===== config.mk =====
export PLATFORM = sky130hd
export DESIGN_NAME = tic_regs
export DESIGN_NICKNAME = d
export VERILOG_FILES = /design/src/shared/tic_pkg.sv /design/src/core/tic_sync.sv /design/src/core/tic_regs.sv
export SDC_FILE = /design/constraint.sdc
export NUM_CORES = 1
export LEC_CHECK = 0
export BUFFER_PORTS_ARGS = -buffer_cell sky130_fd_sc_hd__buf_2
export CORE_ASPECT_RATIO = 0.7
export CORE_MARGIN = 2
export CORE_UTILIZATION = 44
export CTS_CLUSTER_DIAMETER = 150
export DETAILED_ROUTE_END_ITERATION = 8
export GPL_TIMING_DRIVEN = 0
export HOLD_SLACK_MARGIN = 0.05
export PLACE_DENSITY = 0.75
export SYNTH_ARGS = -nofsm -noshare
export SYNTH_HDL_FRONTEND = slang
export SYNTH_SLANG_ARGS = --single-unit
export TNS_END_PERCENT = 1

===== constraint.sdc =====
create_clock -name pclk -period 1.8 [get_ports pclk]
set_input_delay 0.18 -clock pclk [delete_from_list [all_inputs] [get_ports pclk]]
set_output_delay 0.18 -clock pclk [all_outputs]
set_load 0.02 [all_outputs]

===== src/shared/tic_pkg.sv =====
// Purpose: Shared constants of the trigger integration and claim register group
// Assumes: APB with 32-bit data, 12-bit byte address
// Notes: Offsets are byte addresses of aligned words

package tic_pkg;

    // ****************************************************************
    // Bus geometry
    // ****************************************************************
    localparam int TIC_ADDR_W = 12;
    localparam int TIC_DATA_W = 32;

    // ****************************************************************
    // Register offsets
    // ****************************************************************
    localparam logic [11:0] TIC_OFF_CHAN_OUT_ACK = 12'h000;
    localparam logic [11:0] TIC_OFF_TRIG_OUT_ACK = 12'h004;
    localparam logic [11:0] TIC_OFF_CHAN_IN = 12'h008;
    localparam logic [11:0] TIC_OFF_TRIG_IN = 12'h00C;
    localparam logic [11:0] TIC_OFF_TEST_MODE = 12'h010;
    localparam logic [11:0] TIC_OFF_TAG_SET = 12'h014;
    localparam logic [11:0] TIC_OFF_TAG_CLEAR = 12'h018;
    localparam logic [11:0] TIC_OFF_MAIN_CTRL = 12'h01C;

    // ****************************************************************
    // Field positions and reset values
    // ****************************************************************
    localparam int TIC_TEST_MODE_BIT = 0;
    localparam int TIC_MAIN_EN_BIT = 0;
    localparam logic TIC_TEST_MODE_RST = 1'b0;
    localparam logic TIC_MAIN_EN_RST = 1'b0;
    localparam logic [31:0] TIC_RDATA_RST = 32'h0000_0000;

    // ****************************************************************
    // Documented line counts
    // ****************************************************************
    localparam int TIC_CHAN_N = 4;
    localparam int TIC_TRIG_N = 8;
    localparam int TIC_TAG_N = 4;

    // ****************************************************************
    // Bus slave states
    // ****************************************************************
    typedef enum logic [0:0] {
        TIC_ST_IDLE = 1'b0,
        TIC_ST_ACCESS = 1'b1
    } tic_state_e;

endpackage : tic_pkg


===== src/core/tic_sync.sv =====
// Purpose: Two-flop synchroniser for a group of external levels
// Assumes: Inputs are asynchronous to pclk
// Notes: Only the second stage is visible outside

`timescale 1ns/1ps

module tic_sync #(
    parameter int WIDTH = 1
) (
    // Clock and reset
    input wire logic pclk,
    input wire logic presetn,
    // Levels
    input wire logic [WIDTH-1:0] async_in,
    output logic [WIDTH-1:0] sync_out
);

    logic [WIDTH-1:0] stage1_ff;
    logic [WIDTH-1:0] stage2_ff;

    // ****************************************************************
    // Synchroniser stages
    // ****************************************************************
    always_ff @(posedge pclk or negedge presetn) begin
        if (!presetn) begin
            stage1_ff <= '0;
            stage2_ff <= '0;
        end else begin
            stage1_ff <= async_in;
            stage2_ff <= stage1_ff;
        end
    end

    assign sync_out = stage2_ff;

endmodule : tic_sync


===== src/core/tic_regs.sv =====
// Purpose: Integration read-back, mode control and claim tag registers
// Assumes: APB slave on pclk, asynchronous active-low presetn
// Notes: Output-driving test registers and the trigger matrix are outside
//
// Summary of operation
// - Read channel-output acknowledge lines in bits 3:0
// - Read trigger-output acknowledge lines in bits 7:0
// - Read incoming channel lines in bits 3:0
// - Read incoming trigger lines in bits 7:0
// - Mode bit 0: 0 functional, 1 integration
// - Integration mode hands pins to test registers
// - Normal function not guaranteed in integration mode
// - Claim tag is storage only, no effect
// - Tag-set read returns implemented-bit mask
// - Tag-set write ones set tag bits
// - Tag-clear register drives tag bits to zero
// - Tag-clear read returns current tag value
// - Tag-clear write ones clear tag bits
//
// Implementation choices: register access over APB and the register addresses.

`timescale 1ns/1ps

module tic_regs
    import tic_pkg::*;
#(
    parameter int CHAN_N = tic_pkg::TIC_CHAN_N,
    parameter int TRIG_N = tic_pkg::TIC_TRIG_N,
    parameter int TAG_N = tic_pkg::TIC_TAG_N
) (
    // Clock and reset
    input wire logic pclk,
    input wire logic presetn,
    // APB slave
    input wire logic psel,
    input wire logic penable,
    input wire logic pwrite,
    input wire logic [tic_pkg::TIC_ADDR_W-1:0] paddr,
    input wire logic [tic_pkg::TIC_DATA_W-1:0] pwdata,
    output logic [tic_pkg::TIC_DATA_W-1:0] prdata,
    output logic pready,
    output logic pslverr,
    // Lines from the channel matrix and local trigger logic
    input wire logic [CHAN_N-1:0] chan_in,
    input wire logic [TRIG_N-1:0] trig_in,
    input wire logic [CHAN_N-1:0] chan_out_ack,
    input wire logic [TRIG_N-1:0] trig_out_ack,
    // Mode outputs
    output logic test_mode_enable,
    output logic unit_enable,
    output logic test_active
);

    import tic_pkg::*;

    // ****************************************************************
    // Parameter checks
    // ****************************************************************
    if (CHAN_N < 1 || CHAN_N > TIC_DATA_W) begin : g_chan_chk
        $error("CHAN_N out of range");
    end
    if (TRIG_N < 1 || TRIG_N > TIC_DATA_W) begin : g_trig_chk
        $error("TRIG_N out of range");
    end
    if (TAG_N < 1 || TAG_N > TIC_DATA_W) begin : g_tag_chk
        $error("TAG_N out of range");
    end

    // ****************************************************************
    // Input synchronisers
    // ****************************************************************
    logic [CHAN_N-1:0] chan_in_s;
    logic [TRIG_N-1:0] trig_in_s;
    logic [CHAN_N-1:0] chan_ack_s;
    logic [TRIG_N-1:0] trig_ack_s;

    tic_sync #(.WIDTH(CHAN_N)) u_sync_chan_in (
        .pclk(pclk),
        .presetn(presetn),
        .async_in(chan_in),
        .sync_out(chan_in_s)
    );

    tic_sync #(.WIDTH(TRIG_N)) u_sync_trig_in (
        .pclk(pclk),
        .presetn(presetn),
        .async_in(trig_in),
        .sync_out(trig_in_s)
    );

    tic_sync #(.WIDTH(CHAN_N)) u_sync_chan_ack (
        .pclk(pclk),
        .presetn(presetn),
        .async_in(chan_out_ack),
        .sync_out(chan_ack_s)
    );

    tic_sync #(.WIDTH(TRIG_N)) u_sync_trig_ack (
        .pclk(pclk),
        .presetn(presetn),
        .async_in(trig_out_ack),
        .sync_out(trig_ack_s)
    );

    // ****************************************************************
    // State
    // ****************************************************************
    tic_state_e state_ff, nxt_state;
    logic pready_ff, nxt_pready;
    logic pslverr_ff, nxt_pslverr;
    logic [TIC_DATA_W-1:0] prdata_ff, nxt_prdata;
    logic mode_ff, nxt_mode;
    logic main_en_ff, nxt_main_en;
    logic active_ff, nxt_active;
    logic [TAG_N-1:0] tag_ff, nxt_tag;

    logic setup;
    logic accept;
    logic hit;
    logic [TIC_DATA_W-1:0] rd_word;
    logic [TIC_DATA_W-1:0] tag_mask_word;

    assign setup = psel && !penable;
    assign accept = psel && penable && pready_ff;
    assign tag_mask_word = TIC_DATA_W'({TAG_N{1'b1}});

    // ****************************************************************
    // Address decode and read mux
    // ****************************************************************
    always_comb begin
        hit = 1'b1;
        rd_word = '0;
        case (paddr)
            TIC_OFF_CHAN_OUT_ACK: rd_word = TIC_DATA_W'(chan_ack_s);
            TIC_OFF_TRIG_OUT_ACK: rd_word = TIC_DATA_W'(trig_ack_s);
            TIC_OFF_CHAN_IN: rd_word = TIC_DATA_W'(chan_in_s);
            TIC_OFF_TRIG_IN: rd_word = TIC_DATA_W'(trig_in_s);
            TIC_OFF_TEST_MODE: rd_word = TIC_DATA_W'(mode_ff);
            TIC_OFF_TAG_SET: rd_word = tag_mask_word;
            TIC_OFF_TAG_CLEAR: rd_word = TIC_DATA_W'(tag_ff);
            TIC_OFF_MAIN_CTRL: rd_word = TIC_DATA_W'(main_en_ff);
            default: hit = 1'b0;
        endcase
    end

    // ****************************************************************
    // Bus handshake
    // ****************************************************************
    always_comb begin
        nxt_state = state_ff;
        nxt_pready = 1'b0;
        nxt_pslverr = 1'b0;
        nxt_prdata = prdata_ff;
        case (state_ff)
            TIC_ST_IDLE: begin
                if (setup) begin
                    nxt_state = TIC_ST_ACCESS;
                    nxt_pready = 1'b1;
                    nxt_pslverr = !hit;
                    nxt_prdata = (!pwrite && hit) ? rd_word : '0;
                end
            end
            TIC_ST_ACCESS: begin
                if (accept || !psel) begin
                    nxt_state = TIC_ST_IDLE;
                end else begin
                    nxt_pready = pready_ff;
                    nxt_pslverr = pslverr_ff;
                end
            end
            default: nxt_state = TIC_ST_IDLE;
        endcase
    end

    always_ff @(posedge pclk or negedge presetn) begin
        if (!presetn) begin
            state_ff <= TIC_ST_IDLE;
            pready_ff <= 1'b0;
            pslverr_ff <= 1'b0;
            prdata_ff <= TIC_RDATA_RST;
        end else begin
            state_ff <= nxt_state;
            pready_ff <= nxt_pready;
            pslverr_ff <= nxt_pslverr;
            prdata_ff <= nxt_prdata;
        end
    end

    // ****************************************************************
    // Writable registers
    // ****************************************************************
    always_comb begin
        nxt_mode = mode_ff;
        nxt_main_en = main_en_ff;
        nxt_tag = tag_ff;
        if (accept && pwrite) begin
            case (paddr)
                TIC_OFF_TEST_MODE: nxt_mode = pwdata[TIC_TEST_MODE_BIT];
                TIC_OFF_MAIN_CTRL: nxt_main_en = pwdata[TIC_MAIN_EN_BIT];
                TIC_OFF_TAG_SET: nxt_tag = tag_ff | pwdata[TAG_N-1:0];
                TIC_OFF_TAG_CLEAR: nxt_tag = tag_ff & ~pwdata[TAG_N-1:0];
                default: nxt_tag = tag_ff;
            endcase
        end
        nxt_active = nxt_mode && nxt_main_en;
    end

    always_ff @(posedge pclk or negedge presetn) begin
        if (!presetn) begin
            mode_ff <= TIC_TEST_MODE_RST;
            main_en_ff <= TIC_MAIN_EN_RST;
            active_ff <= 1'b0;
            tag_ff <= '0;
        end else begin
            mode_ff <= nxt_mode;
            main_en_ff <= nxt_main_en;
            active_ff <= nxt_active;
            tag_ff <= nxt_tag;
        end
    end

    // ****************************************************************
    // Outputs
    // ****************************************************************
    assign prdata = prdata_ff;
    assign pready = pready_ff;
    assign pslverr = pslverr_ff;
    assign test_mode_enable = mode_ff;
    assign unit_enable = main_en_ff;
    assign test_active = active_ff;
endmodule : tic_regs


==> results of run 1 <==
cells in the final DEF, fill, tap and decap left out, drive strengths merged:
master       synthesis  final
bufinv               0      2
dlygate4sd3          0     25
o211ai               3      3
a311oi               1      1
conb                 1     24
o221ai               2      2
o21bai               1      1
a21oi                8      8
nor2b                2      2
o22a                 1      1
or2                  2      2
nor2                 4      4
clkinv               0      2
buf                 28     84
nand2               20     20
nand3                1      1
nor4b                1      1
nor3b                1      1
o21a                 1      1
clkinvlp             0      1
and4                 1      1
dfrtp               66     66
nand4                2      2
or3                  2      2
mux2                 9      9
inv                  2      4
o21ai                7      7
nand2b               1      1
a211oi               1      1
o22ai                3      3
nor3                 2      2
o41ai                1      1
nor4                 2      2
or4                  1      1
clkbuf               2     11
mux2i                7      7
a22o                 4      4
power by group:
group	total, mW	internal [mW]	switching (mW)	leakage (nW)
Sequential	1.56	1.54	0.0162	0.792
Clock	1.37	0.788	0.579	0.110
Combinational	0.307	0.145	0.162	0.804
Total	3.23	2.47	0.758	1.71
logic make-up after synthesis:
group                  after synthesis  synth area share
flip-flops                          66            0.6636
AND/OR/NAND/NOR                     42           0.08748
AO/OA/AOI/OAI                       33           0.08950
buffers and inverters               32           0.08899
multiplexers                        16           0.06888
other                                1          0.001507
path summary, 6_finish.rpt:
path	from	endpoint	depth (start not counted)
max	state_ff$_DFF_PN0_	prdata[7]$_DFFE_PN0P_	4
min	penable	pready$_DFFE_PN0P_	2
max in group asynchronous	presetn	u_sync_trig_ack.sync_out[4]$_DFF_PN0_	2
min in group asynchronous	presetn	test_active$_DFF_PN0_	2
min reg2reg	u_sync_chan_in.stage1_ff[1]$_DFF_PN0_	u_sync_chan_in.sync_out[1]$_DFF_PN0_	0
max reg2reg	state_ff$_DFF_PN0_	prdata[7]$_DFFE_PN0P_	4
flip-flops by register name, summed over array words and instances (netlist names), named ones only:
register                   flops
prdata                         8
u_sync_trig_ack.stage1_ff      8
u_sync_trig_ack.sync_out       8
u_sync_trig_in.stage1_ff       8
u_sync_trig_in.sync_out        8
u_sync_chan_ack.stage1_ff      4
u_sync_chan_ack.sync_out       4
u_sync_chan_in.stage1_ff       4
u_sync_chan_in.sync_out        4
pready                         1
pslverr                        1
state_ff                       1
test_active                    1
test_mode_enable               1
unit_enable                    1
per-stage QoR:
| stage | instances | instance area, um^2 | util |
|---|---|---|---|
| floorplan | 213 | 2575 | - |
| global placement | 341 | 2945 | 0.5515 |
| detailed placement | 341 | 2945 | 0.5515 |
| CTS | 381 | 3408 | 0.6382 |
| global route | 382 | 3427 | 0.6418 |
| finish | 382 | 3427 | 0.6418 |
repair_timing:
item | 4_1_cts | 5_1_grt
hold buffers | 24 | 1
gates resized for setup | 0 | 1
endpoints found under the hold margin | 24 | 66
setup endpoints to repair | 0 | 4
layout make-up:
cell class,count,area (um^2),area share
tap,72,90.09,0.02629
clock buffer,9,123.9,0.03614
clock inverter,7,98.84,0.02884
timing repair buffer,81,533.0,0.1555
multi-input combinational,115,708.2,0.2066
sequential,66,1652,0.4819
inverter,2,7.507,0.002191
buffer,30,214.0,0.06243
routing by layer:
layer | vias up | global-route usage | share of wire
met5 | - | 0 | 0
met4 | 0 | 0.1033 | 0.024
met3 | 11 | 0.05769 | 0.068
met2 | 71 | 0.2554 | 0.48
met1 | 826 | 0.2110 | 0.43
li1 | 842 | - | -
==> results.toml, run 1 <==
[final_layout]
syn_to_final_growth_pct = 37.71
drive_gt1_frac = 0.3839
num-fill-cells = 439
nets = 378
n_antenna_cell = 0

[floorplan]
start_util = 0.4660
core_area_um2 = 5340
die_w_um = 93.89
chipHeight_um = 66.92
ioPinCount = 110
die_area_um2 = 6283
rows = 22

[job]
maxCapViolCount = 0

[clock_tree]
clockBufferDepth = 2
cts_setup_buffers = 0
cts_tree = "built"
cts_max_level = 3
cts_buffers = 9
root_buffer = "clkbuf_8"
path_clk_slew_ns = 0.07
clock_latency_ns = 0.34
clock_sinks = 66

[global_route]
grt_max_degree = 67
antenna_found_initial = 0
first_global_vias = 1561
overflow = 0
grt.total_usage = 0.1691
grt_pass1_wl_mm = 7.465

[drt]
drc = 0
drtIter0Drc = 76
dr_total_vias = 1750
drt_first_pass_iters = 4
ant_nets = 0
wl_per_cell_um = 12.62
vias_per_cell = 4.581
wl_mm = 4.820

[critical_path]
crit_arrival_ns = 1.91
reg2reg_slack_ns = 0.16
path_class = "reg2reg"
required_ns = 2.07
end_kind = "flip-flop"
cp_max_fo = 10
crit_slowest_cell = "or4_4"
crit_path_cell_trace = "or3_1 -> buf_6 -> or4_4 -> o21ai_1"
crit_buf_inv = 1
startpoint_type = "flip-flop"
max_stage_delay_ns = 0.51
crit_family = "simple AND/OR/NAND/NOR gates"

[sta]
fin_ws_ns = 0.1627
max-slew-margin-rel = 0.4782
finalHoldViolCount = 0
drv_slew = 0
timing.fmax_mhz = 610.8
layout_min_cycle_time_ns = 1.637
finClkSkew_ns = 0.006425
rsz0062_at_grt = "false"
finalCritPeriodShare = 0.9096
max_slew.worst_pin.slew_ns = 0.7826
hold_ws_ns = 0.07762
fin_tns_setup_ns = 0
setup_viol = 0

[power]
power.density_nw_per_um2 = 943.0
p_leak_nw = 1.706
peakVddDrop_mv = 0.6235
power_mw = 3.232

[place]
dp.final_hpwl_mm = 3.165
place_ws_ns = 0.02270
numPortBuffers = 56
globalplace.congestion = 0.7276

[synthesis]
synth.avg_cell_area_um2 = 13.10
yosys-top-cells-count = "dfrtp_1 (66), buf_4 (24), nand2_1 (20)"
ys.flop_type = "dfrtp_1"
ys_warn_count = 0
synth_edf_count = 0
ys_ff_latch = 66
synth_cell_type_count = 37
yosysMostFrequentCell = "dfrtp_1"
seq_area_frac_synth = 0.6637
synth.top_cell.area_share = 0.6637
synth_area_um2 = 2489
synth_cells = 190
synth_area_leader_cell = "dfrtp_1"
synthTopCellsByArea = "dfrtp_1 (66%), buf_4 (7.2%), mux2_2 (4.1%), nand2_1 (3.0%), mux2i_1 (2.8%)"
async_flop_share = 1.000

[hold_path]
hp-class = "in2reg"

[run_status]
status = "finished clean"
No activity file was read; power rests on OpenSTA's default activity.
==> inputs of run 2 (changes only) <==
--- a/config.mk
+++ b/config.mk
@@ -5,15 +5,17 @@
 export SDC_FILE = /design/constraint.sdc
 export NUM_CORES = 1
 export LEC_CHECK = 0
-export BUFFER_PORTS_ARGS = -buffer_cell sky130_fd_sc_hd__buf_2
+export CELL_PAD_IN_SITES_DETAIL_PLACEMENT = 1
+export CELL_PAD_IN_SITES_GLOBAL_PLACEMENT = 1
 export CORE_ASPECT_RATIO = 0.7
 export CORE_MARGIN = 2
-export CORE_UTILIZATION = 44
+export CORE_UTILIZATION = 42
 export CTS_CLUSTER_DIAMETER = 150
 export DETAILED_ROUTE_END_ITERATION = 8
+export DONT_BUFFER_PORTS = 1
 export GPL_TIMING_DRIVEN = 0
 export HOLD_SLACK_MARGIN = 0.05
-export PLACE_DENSITY = 0.75
+export PLACE_DENSITY_LB_ADDON = 0.1
 export SYNTH_ARGS = -nofsm -noshare
 export SYNTH_HDL_FRONTEND = slang
 export SYNTH_SLANG_ARGS = --single-unit
==> constraint.sdc (replaced) <==
create_clock -name pclk -period 1.3 [get_ports pclk]
set_input_delay 0.13 -clock pclk [delete_from_list [all_inputs] [get_ports pclk]]
set_output_delay 0.13 -clock pclk [all_outputs]
set_load 0.02 [all_outputs]
==> run 2 against run 1 <==
Compared with the run above:
- via count fell by 4.3%
- critical path type unchanged
- clock power rose by 22%
- first-iteration DRC count fell by 5.3%
- global-route usage rose by 2.2 points
- the flow now finishes with violations (hold timing, setup timing)
==> results.toml, run 2 (same netlist as run 1, synthesis figures left out) <==
[clock_tree]
path_clk_slew_ns = 0.07
clockBufferDepth = 2
cts_max_level = 3
root_buffer = "clkbuf_8"
clock_latency_ns = 0.33
clock_sinks = 66
cts_buffers = 9
cts_hold_buf = 31
cts_tree = "built"

[final_layout]
nets = 336
syn_to_final_growth_pct = 34.54
finalCoreUtilization = 0.5847
register_area_um2 = 1654
final_cell_count_no_fill = 343
n_antenna_cell = 0
num-fill-cells = 591
drive_gt1_frac = 0.3097
final_cell_mix = "dfrtp_1 (64), dlygate4sd3_1 (31), buf_4 (30), conb_1 (24), nand2_1 (20)"
layout_commonest_cell = "dfrtp_1"
multi_input_area_um2 = 798.3

[floorplan]
chipHeight_um = 68.41
core_area_um2 = 5727
rows = 23
start_util = 0.4346
die_area_um2 = 6567
die_w_um = 96.01
ioPinCount = 110

[power]
p_leak_nw = 1.560
peakVddDrop_mv = 0.8760
power.density_nw_per_um2 = 1253
power_mw = 4.196

[critical_path]
required_ns = 1.56
reg2reg_slack_ns = -0.33
crit_arrival_ns = 1.89
r2r_cells = 4
reg2reg_to = "prdata[6]$_DFFE_PN0P_"
end_kind = "flip-flop"
path_class = "reg2reg"
cp_max_fo = 4
timing.rr.start = "state_ff$_DFF_PN0_"
startpoint_type = "flip-flop"

[sta]
layout_min_cycle_time_ns = 1.626
drv_slew = 0
finClkSkew_ns = 0.005485
rsz0062_at_grt = "true"
timing.fmax_mhz = 615.0
finalHoldViolCount = 66
max-slew-margin-rel = 0.6293
max_slew.worst_pin.slew_ns = 0.5560
hold_ws_ns = -0.5167
setup_viol = 15
fin_ws_ns = -0.3261
finalCritPeriodShare = 1.251
fin_tns_setup_ns = -3.679

[job]
maxCapViolCount = 0

[drt]
ant_nets = 0
wl_mm = 5.952
drt_first_pass_iters = 4
wl_per_cell_um = 17.35
drc = 0
vias_per_cell = 4.883
dr_total_vias = 1675
drtIter0Drc = 72

[place]
place_ws_ns = -0.5626
dp.final_hpwl_mm = 3.778
place_inst = 288
globalplace.congestion = 0.7738
numPortBuffers = 0

[global_route]
overflow = 0
grt_pass1_wl_mm = 8.783
grt_max_degree = 67
grt.total_usage = 0.1915
first_global_vias = 1773
antenna_found_initial = 0

[run_status]
violations = "hold timing, setup timing"
status = "finished, violations left"

[hold_path]
hp-class = "in2async"
## run 2: changes by cell type in the layout (fill, tap and decap cells not counted), moves of 2 or more
cell	delta
dfrtp_2	+2
inv_6	-2
mux2_4	+2
buf_6	+3
o21ai_2	+6
mux2_2	-2
o21ai_1	-3
dfrtp_1	-2
o21ai_0	-3
dlygate4sd3_1	+6
buf_2	-56
clkbuf_1	+2
buf_4	+5
## run 2: metal layers
metal	vias to the layer above	routed length, um	track usage
met3	8	440	0.07379
met5	-	0	0
li1	760	-	-
met1	831	2206	0.2072
met2	76	3241	0.3446
met4	0	64	0.06964
## run 2: power breakdown
| part | switching, mW | internal [mW] | total (mW) |
|---|---|---|---|
| clock network | 0.728 | 0.939 | 1.67 |
| logic | 0.182 | 0.180 | 0.362 |
| registers | 0.0317 | 2.14 | 2.17 |
## run 2: worst max-delay path by stage
stage / start / to / slack [ns] / cells after the start
2_1_floorplan: state_ff$_DFF_PN0_ / prdata[4]$_DFFE_PN0P_ / -0.23 / 4
3_3_place_gp: pready$_DFFE_PN0P_ / test_active$_DFF_PN0_ / -0.40 / 5
3_5_place_dp: state_ff$_DFF_PN0_ / prdata[2]$_DFFE_PN0P_ / -0.56 / 4
4_1_cts: pready$_DFFE_PN0P_ / flip-flop / -0.31 / 5
5_1_grt: state_ff$_DFF_PN0_ / prdata[7]$_DFFE_PN0P_ / -0.36 / 4
6_report: state_ff$_DFF_PN0_ / prdata[6]$_DFFE_PN0P_ / -0.33 / 4
## run 2: what timing repair did
| item | CTS | global route |
|---|---|---|
| gates resized for setup | 18 | 12 |
| endpoints found under the setup margin | 15 | 15 |
| pin swaps | 10 | 3 |
| buffers inserted | 2 | 5 |
| endpoints found under the hold margin | 102 | 66 |
| gates cloned | 1 | 0 |
## run 2: worst max-delay path: stages (launching register included)
cell	delay, ns
dfrtp_1	0.39
or3_4	0.34
buf_6	0.13
or4_4	0.56
o21ai_2	0.13
## run 2: layout make-up
| type | count | area share |
|---|---|---|
| buffer | 30 | 0.06577 |
| clock buffer | 12 | 0.04335 |
| clock inverter | 4 | 0.01532 |
| inverter | 2 | 0.002242 |
| multi-input combinational | 115 | 0.2384 |
| sequential | 66 | 0.4940 |
| tap | 75 | 0.02803 |
| timing repair buffer | 39 | 0.1129 |
## run 2: per-stage QoR
stage | cell area (um^2) | hold slack [ns]
global placement | 2669 | -0.1642
floorplan | 2575 | -0.1656
CTS | 3258 | -0.5339
finish | 3348 | -0.5167
global route | 3348 | -0.5544
detailed placement | 2669 | -0.1642
